$ cat src/scp_sync.sv
// Constants package for the serial control port, and the pin synchroniser.
// Assumes every pin input is asynchronous to clk.

`timescale 1ns/10ps

package scp_pkg;
  localparam int WORD_BITS = 8;
  localparam int LATCH_COUNT = 31;
  localparam int IDX_BITS = 5;
  localparam logic [6:0] I2C_ADDR_CS_HIGH = 7'h60;
  localparam logic [6:0] I2C_ADDR_CS_LOW = 7'h40;
  localparam logic [4:0] CTRL_LATCH = 5'h00;
  localparam int LOMON_OFF_BIT = 0;
  localparam int EXT_LO_BIT = 1;
  localparam int READ_FLAG_BIT = 7;
  localparam logic [3:0] LAST_BIT = 4'h7;
  localparam logic [3:0] BYTE_DONE = 4'h8;
  localparam logic [3:0] BIT_ONE = 4'h1;
  localparam logic [3:0] BIT_ZERO = 4'h0;
  localparam logic [4:0] IDX_ONE = 5'h01;
  localparam logic [4:0] IDX_LIMIT = 5'h1f;

  typedef enum logic [5:0] {
    SCP_IDLE = 6'b000001,
    SCP_ADDR = 6'b000010,
    SCP_ACK = 6'b000100,
    SCP_WRITE = 6'b001000,
    SCP_READ = 6'b010000,
    SCP_RACK = 6'b100000
  } scp_i2c_state_t;
endpackage

// ********************************************
// Three-stage synchroniser with agree filter
// ********************************************
module scp_sync
  import scp_pkg::*;
#(
  parameter int W = 6
) (
  input wire logic clk,
  input wire logic rst,
  input wire logic [W-1:0] pinIn,
  output logic [W-1:0] pinOut
);
  typedef struct packed {
    logic [W-1:0] s1;
    logic [W-1:0] s2;
    logic [W-1:0] s3;
    logic [W-1:0] level;
  } scp_sync_st_t;

  scp_sync_st_t st_q, st_d;

  always_comb begin
    st_d = st_q;
    st_d.s1 = pinIn;
    st_d.s2 = st_q.s1;
    st_d.s3 = st_q.s2;
    // Per bit: a change counts only once stages two and three agree
    for (int i = 0; i < W; i++) begin
      if (st_q.s2[i] == st_q.s3[i]) begin
        st_d.level[i] = st_q.s3[i];
      end
    end
  end

  always_ff @(posedge clk) begin
    if (rst) begin
      st_q <= '0;
    end else begin
      st_q <= st_d;
    end
  end

  assign pinOut = st_q.level;
endmodule
$ cat src/scp_serial_port.sv
// Serial control port (SPI or I2C) with its status and control pins.
// Assumes a host drives the serial clock; pins are async to clk.

`timescale 1ns/10ps

module scp_serial_port
  import scp_pkg::*;
(
  input wire logic clk,
  input wire logic rst,
  input wire logic modeI2c,
  input wire logic chipSelect,
  input wire logic serialDataIn,
  input wire logic serialClock,
  input wire logic rfOutputDisable,
  input wire logic pllLocked,
  output logic serialDataOut,
  output logic serialDataOe,
  output logic serialReadbackOutput,
  output logic rfOutputEnable,
  output logic lockIndicator,
  output logic loMonitorEnable,
  output logic externalLoSelect,
  output logic muxOut
);
  // ********************************************
  // State
  // ********************************************
  typedef struct packed {
    logic sclPrev;
    logic sdaPrev;
    logic csPrev;
    logic [3:0] bitCnt;
    logic [7:0] shift;
    logic byteCnt;
    logic dataReady;
    logic [4:0] index;
    logic readMode;
    logic [7:0] txByte;
    scp_i2c_state_t i2cState;
    logic ackDriving;
    logic sdaOut;
    logic sdaOe;
    logic rdOut;
    logic [LATCH_COUNT-1:0][WORD_BITS-1:0] latches;
    logic rfEn;
    logic lock;
    logic loMonEn;
    logic extLo;
    logic mux;
  } scp_state_t;

  localparam scp_state_t RESET_STATE = '{
    i2cState: SCP_IDLE, loMonEn: 1'b1, default: '0};
  scp_state_t s_q, s_d;
  logic [5:0] syncOut;
  logic modeS, csS, sdaS, sclS, disS, lockS;
  logic sclRise, sclFall, csRise, i2cStart, i2cStop;
  logic [7:0] byteIn;
  // Unmapped index reads zero so a bad pointer never aliases a latch
  function automatic logic [7:0] latchRead(
    input logic [LATCH_COUNT-1:0][WORD_BITS-1:0] l,
    input logic [4:0] idx);
    latchRead = (idx < IDX_LIMIT) ? l[idx] : 8'h00;
  endfunction
  function automatic logic [6:0] slaveAddr(input logic cs);
    slaveAddr = cs ? I2C_ADDR_CS_HIGH : I2C_ADDR_CS_LOW;
  endfunction
  scp_sync #(.W(6)) u_sync (
    .clk(clk),
    .rst(rst),
    .pinIn({modeI2c, chipSelect, serialDataIn, serialClock,
            rfOutputDisable, pllLocked}),
    .pinOut(syncOut)
  );
  assign {modeS, csS, sdaS, sclS, disS, lockS} = syncOut;
  assign sclRise = sclS & ~s_q.sclPrev;
  assign sclFall = ~sclS & s_q.sclPrev;
  assign csRise = csS & ~s_q.csPrev;
  assign i2cStart = modeS & sclS & s_q.sclPrev & ~sdaS & s_q.sdaPrev;
  assign i2cStop = modeS & sclS & s_q.sclPrev & sdaS & ~s_q.sdaPrev;
  assign byteIn = {s_q.shift[6:0], sdaS};

  // ********************************************
  // Next state
  // ********************************************
  always_comb begin
    s_d = s_q;
    s_d.sclPrev = sclS;
    s_d.sdaPrev = sdaS;
    s_d.csPrev = csS;
    s_d.sdaOut = 1'b0;
    s_d.rfEn = ~disS;
    s_d.lock = lockS;
    s_d.mux = csS; // Diagnostic mirror only
    s_d.loMonEn = ~s_q.latches[CTRL_LATCH][LOMON_OFF_BIT];
    s_d.extLo = s_q.latches[CTRL_LATCH][EXT_LO_BIT];
    if (!modeS) begin
      // SPI: data pin never driven
      s_d.sdaOe = 1'b0;
      s_d.ackDriving = 1'b0;
      s_d.i2cState = SCP_IDLE;
      if (csRise) begin
        if (s_q.dataReady && !s_q.readMode && s_q.index < IDX_LIMIT) begin
          s_d.latches[s_q.index] = s_q.shift;
        end
        s_d.bitCnt = BIT_ZERO;
        s_d.byteCnt = 1'b0;
        s_d.dataReady = 1'b0;
        s_d.readMode = 1'b0;
        s_d.rdOut = 1'b0;
      end else if (!csS && sclRise) begin
        s_d.shift = byteIn; // MSB first on rise
        s_d.bitCnt = s_q.bitCnt + BIT_ONE;
        if (s_q.bitCnt == LAST_BIT) begin
          s_d.bitCnt = BIT_ZERO; // 8-bit words
          if (!s_q.byteCnt) begin
            s_d.index = byteIn[4:0];
            s_d.readMode = byteIn[READ_FLAG_BIT];
            s_d.txByte = latchRead(s_q.latches, byteIn[4:0]);
            s_d.byteCnt = 1'b1;
          end else begin
            s_d.dataReady = 1'b1;
          end
        end
      end else if (!csS && sclFall && s_q.byteCnt && s_q.readMode) begin
        s_d.rdOut = s_q.txByte[7];
        s_d.txByte = {s_q.txByte[6:0], 1'b0};
      end
    end else if (i2cStart) begin
      // Repeated start accepted anywhere; the address byte is matched again
      s_d.i2cState = SCP_ADDR;
      s_d.bitCnt = BIT_ZERO;
      s_d.sdaOe = 1'b0;
      s_d.ackDriving = 1'b0;
    end else if (i2cStop) begin
      s_d.i2cState = SCP_IDLE;
      s_d.sdaOe = 1'b0;
      s_d.ackDriving = 1'b0;
    end else begin
      case (s_q.i2cState)
        SCP_ADDR, SCP_WRITE: begin
          if (sclRise) begin
            s_d.shift = byteIn;
            s_d.bitCnt = s_q.bitCnt + BIT_ONE;
            if (s_q.bitCnt == LAST_BIT) begin
              s_d.bitCnt = BIT_ZERO;
              s_d.i2cState = SCP_ACK;
              if (s_q.i2cState == SCP_ADDR) begin
                if (byteIn[7:1] == slaveAddr(csS)) begin
                  s_d.readMode = byteIn[0];
                  s_d.byteCnt = 1'b0;
                  s_d.txByte = latchRead(s_q.latches, s_q.index);
                end else begin
                  s_d.i2cState = SCP_IDLE;
                end
              end else if (!s_q.byteCnt) begin
                s_d.index = byteIn[4:0];
                s_d.byteCnt = 1'b1;
              end else begin
                if (s_q.index < IDX_LIMIT) begin
                  s_d.latches[s_q.index] = byteIn;
                end
                s_d.index = s_q.index + IDX_ONE;
              end
            end
          end
        end
        SCP_ACK: begin
          if (sclFall) begin
            if (!s_q.ackDriving) begin
              s_d.sdaOe = 1'b1; // Pull low to acknowledge
              s_d.ackDriving = 1'b1;
            end else begin
              s_d.ackDriving = 1'b0;
              if (s_q.readMode) begin
                s_d.sdaOe = ~s_q.txByte[7];
                s_d.txByte = {s_q.txByte[6:0], 1'b0};
                s_d.bitCnt = BIT_ONE;
                s_d.i2cState = SCP_READ;
              end else begin
                s_d.sdaOe = 1'b0;
                s_d.i2cState = SCP_WRITE;
              end
            end
          end
        end
        SCP_READ: begin
          if (sclFall) begin
            if (s_q.bitCnt == BYTE_DONE) begin
              s_d.sdaOe = 1'b0;
              s_d.i2cState = SCP_RACK;
            end else begin
              s_d.sdaOe = ~s_q.txByte[7];
              s_d.txByte = {s_q.txByte[6:0], 1'b0};
              s_d.bitCnt = s_q.bitCnt + BIT_ONE;
            end
          end
        end
        SCP_RACK: begin
          if (sclRise) begin
            if (sdaS) begin
              s_d.i2cState = SCP_IDLE;
            end else begin
              s_d.index = s_q.index + IDX_ONE;
              s_d.txByte = latchRead(s_q.latches, s_q.index + IDX_ONE);
              s_d.bitCnt = BIT_ZERO;
              s_d.ackDriving = 1'b1;
              s_d.readMode = 1'b1;
              s_d.i2cState = SCP_ACK;
            end
          end
        end
        SCP_IDLE: begin
          s_d.sdaOe = 1'b0;
        end
        default: begin
          s_d.i2cState = SCP_IDLE;
          s_d.sdaOe = 1'b0;
        end
      endcase
    end
  end
  always_ff @(posedge clk) begin
    if (rst) begin
      s_q <= RESET_STATE;
    end else begin
      s_q <= s_d;
    end
  end
  assign serialDataOut = s_q.sdaOut;
  assign serialDataOe = s_q.sdaOe;
  assign serialReadbackOutput = s_q.rdOut;
  assign rfOutputEnable = s_q.rfEn;
  assign lockIndicator = s_q.lock;
  assign loMonitorEnable = s_q.loMonEn;
  assign externalLoSelect = s_q.extLo;
  assign muxOut = s_q.mux;
endmodule

$ cat config.mk
export PLATFORM = sky130hd
export DESIGN_NAME = scp_serial_port
export DESIGN_NICKNAME = d
export VERILOG_FILES = /design/src/scp_sync.sv /design/src/scp_serial_port.sv
export SDC_FILE = /design/constraint.sdc
export NUM_CORES = 1
export LEC_CHECK = 0
export BUFFER_PORTS_ARGS = -buffer_cell sky130_fd_sc_hd__buf_2
export CAP_MARGIN = 15
export CORE_MARGIN = 2
export CORE_UTILIZATION = 70
export CTS_BUF_LIST = sky130_fd_sc_hd__clkbuf_4 sky130_fd_sc_hd__clkbuf_8
export CTS_CLUSTER_SIZE = 12
export DETAILED_ROUTE_END_ITERATION = 8
export PLACE_DENSITY = 0.9
export SLEW_MARGIN = 20
export SYNTH_ARGS = -nofsm -noshare
export SYNTH_HDL_FRONTEND = slang
export SYNTH_SLANG_ARGS = --single-unit
$ cat constraint.sdc
create_clock -name clk -period 4.5 [get_ports clk]
set_input_delay 0.9 -clock clk [delete_from_list [all_inputs] [get_ports clk]]
set_output_delay 0.9 -clock clk [all_outputs]
set_load 0.005 [all_outputs]
==> flow_summary.ini <==
[synthesis]
synth_xor_area_share_pct = 0.484
synth.distinct_cells = 78
synth_ff_type = dfxtp_1
ys_async_sr_fraction_pct = 0
synthMuxAreaShare_pct = 26.2
synth_area_leader_cell = dfxtp_1
synth-simple-area-share_pct = 15.6
syn_area_um2 = 18100
synthTopCellsByArea = dfxtp_1 (35%), mux4_2 (17%), a211oi_1 (8.6%)
avgSynthCellArea_um2 = 9.39
syn-num-nets = 1942
yosysSeqAreaShare_pct = 35.0
yosys.area_share.adder_pct = 0.415
synth_top_family_by_area = multiplexers
synth_compound_area_share_pct = 18.1
ys_warn_count = 0
synth_top_area_share_pct = 35.0
synth_cells = 1928
synth_seq_cells = 316
synth_edf_count = 0

[run_status]
violations = design-rule violations
status = complete, but fails checks

[pwr]
swShare_pct = 23.0
p_sw_mw = 1.28
seqPwrFrac_pct = 50.3
ir_worst_vdd_mv = 0.319
clock_power_share_pct = 48.5
internal_power_mw = 4.30
total_power_mw = 5.58
p_per_area_nw_per_um2 = 284
combPwrFrac_pct = 1.2
p_leak_nw = 6.11

[clock_tree]
cts_tree = built
cts_max_level = 2
clock_latency_ps = 590
cts_hold_buf = 0
cts_sinks = 316
cts_root_buffer = clkbuf_8
cts_buffer_depth = 3
cts_resized = 0
clk_pin_slew_ps = 70
post_cts_buffers = 0
cts_buffers = 51

[cells_and_area]
area_growth_pct = 8.38
drive_gt1_share_pct = 18.7
fin_nets = 1896
final_cell_area_um2 = 19600

[floorplanning]
rows = 58
ios = 16
start_util_pct = 71.7
die_h_um = 165
core_um2 = 25300
die-width_um = 165
die-area_um2 = 27200

[sta]
fin_crit_sh_pct = 77.6
maxSlewViolCount = 0
setup_tns_ps = 0
setup_viol = 0
timing.final.ws_setup_ps = 1010
finalClockSkew_ps = 25.0
hold_viol_final = 0
rsz0062_at_grt = no
timing.fmax_ghz = 0.286
worst_slew_pin_slew_ps = 1260
period_needed_ps = 3490
relSlewSlack_pct = 15.1

[setup_path]
crit_chain = ha_1, xor2_4, nor2_1, a22oi_1, a21oi_1, o211ai_1, and4_1, nor3_1
startpoint_type = flip-flop
critPathKind = reg -> reg
cp_max_fo = 23
max_stage_delay_ps = 920
critical_path_arrival_ps = 3990
setup.worst_path.end_class = flip-flop
crit_required_ps = 5000
cp_slowest_cell = nor2_1

[placement]
postPlaceCellArea_um2 = 18500
dp_hpwl_um = 47500
preCtsSetupSlack_ps = 1250
gp_congestion = 1.10
numPortBuffers = 14

[routing]
wire_per_inst_um = 31.1
wl_um = 70100
dr.pass1.iters = 8
postRouteAntennaNets = 0
routed_via_density = 7.88
drc = 2
dr_total_vias = 17800
drtIter0Drc = 3729

[global_route]
gr-total-overflow = 0
grt_start_max_net_pins = 154
antenna_found_initial = 5
track_usage_pct = 51.9
grt_pass1_wl_um = 104000
grt_pass1_vias = 16700

[job]
max-cap-violations = 0

[worst_hold_path]
min_path_type = reg -> reg
==> final timing paths <==
path	startpoint	to	slack [ps]	cells past startpoint
max	s_q[272]	s_q[267]	1010	8
max reg2reg	s_q[272]	s_q[267]	1010	8
min	u_sync.st_d[15]	u_sync.st_d[9]	460	1
min reg2reg	u_sync.st_d[15]	u_sync.st_d[9]	460	1
==> critical path, delay by kind of cell (launching register included) <==
family / cells / cell delay, ps
AND/OR/NAND/NOR: 3 / 1310
adder cells (fa/ha/maj): 1 / 580
XOR/XNOR: 1 / 380
flip-flops: 1 / 580
AO/OA/AOI/OAI: 3 / 540
==> cell type report <==
class	count	area (µm²)
fillers	1611	5640
diodes	1	2.50
multi-input cells	1422	11100
well taps	330	413
flip-flops and latches	316	6340
clock buffers	77	997
clock inverters	16	118
inverters	10	37.5
repair buffers	81	633
==> layout by cell type (no fill, tap or decap), types with 34 or more instances in the layout <==
cell type	n
a211oi_1	208
a21oi_1	69
buf_4	63
clkbuf_8	67
dfxtp_1	311
mux2i_1	146
mux4_2	133
nand2_1	108
nand3_1	37
nor2_1	344
nor2b_1	34
o21ai_0	47
==> through the flow <==
stage               cells  util [%]  hold WS [ps]
finish               2253      77.7           456
floorplan            1928         -           401
detailed placement   2159      73.2           434
global placement     2159      73.2           418
global route         2252      77.7           461
CTS                  2252      77.6           454
==> kinds of logic (layout without fill, tap and decap cells) <==
logic type / count (synthesis) / in the layout
simple gates: 631 / 631
compound gates: 469 / 469
flops: 316 / 316
mux: 305 / 305
buf+inv: 190 / 184
xor+xnor: 10 / 10
fa+ha+maj: 6 / 6
other cells: 1 / 2
==> state kept, by name (all words and copies together) (netlist names) <==
name / count
u_sync.pinOut: 6
u_sync.st_q: 6
s_q: 277
serialReadbackOutput: 1
u_sync.st_d: 12
loMonitorEnable: 1
lockIndicator: 1
s_d: 1
rfOutputEnable: 1
serialDataOe: 1
externalLoSelect: 1
muxOut: 1
byteIn: 7
==> cell usage after synthesis, types with 10 or more instances <==
cell type and n:
a211oi_1 208, a21oi_1 70, a22oi_1 27, a31oi_1 14, and2_1 10, buf_1 16
buf_2 41, clkbuf_1 121, dfxtp_1 316, mux2_2 20, mux2i_1 152, mux4_2 133
nand2_1 108, nand2b_1 11, nand3_1 37, nand3b_1 10, nor2_1 344, nor2b_1 34
nor3_1 29, o211ai_1 10, o21ai_0 47, o22ai_1 20
==> per-layer routing <==
| layer | global-route usage, % | part of all wire (%) | vias to the layer above |
|---|---|---|---|
| met5 | 0 | 0.046 | - |
| met4 | 31.7 | 7.9 | 4 |
| met3 | 17.8 | 15 | 493 |
| met2 | 76.8 | 43 | 1735 |
| met1 | 65.6 | 34 | 8330 |
| li1 | - | - | 7202 |
==> power groups by stage <==
| stage | clock, mW | sequential (mW) | combinational, mW |
|---|---|---|---|
| after CTS | 2.69 | 2.81 | 0.0637 |
| after global routing | 2.80 | 2.81 | 0.0698 |
| after global placement | 0 | 2.87 | 0.0617 |
| final | 2.71 | 2.81 | 0.0661 |
| after detailed placement | 0 | 2.87 | 0.0631 |
| after floorplan | 0 | 2.87 | 0.0495 |
No activity file was read; power rests on OpenSTA's default activity.
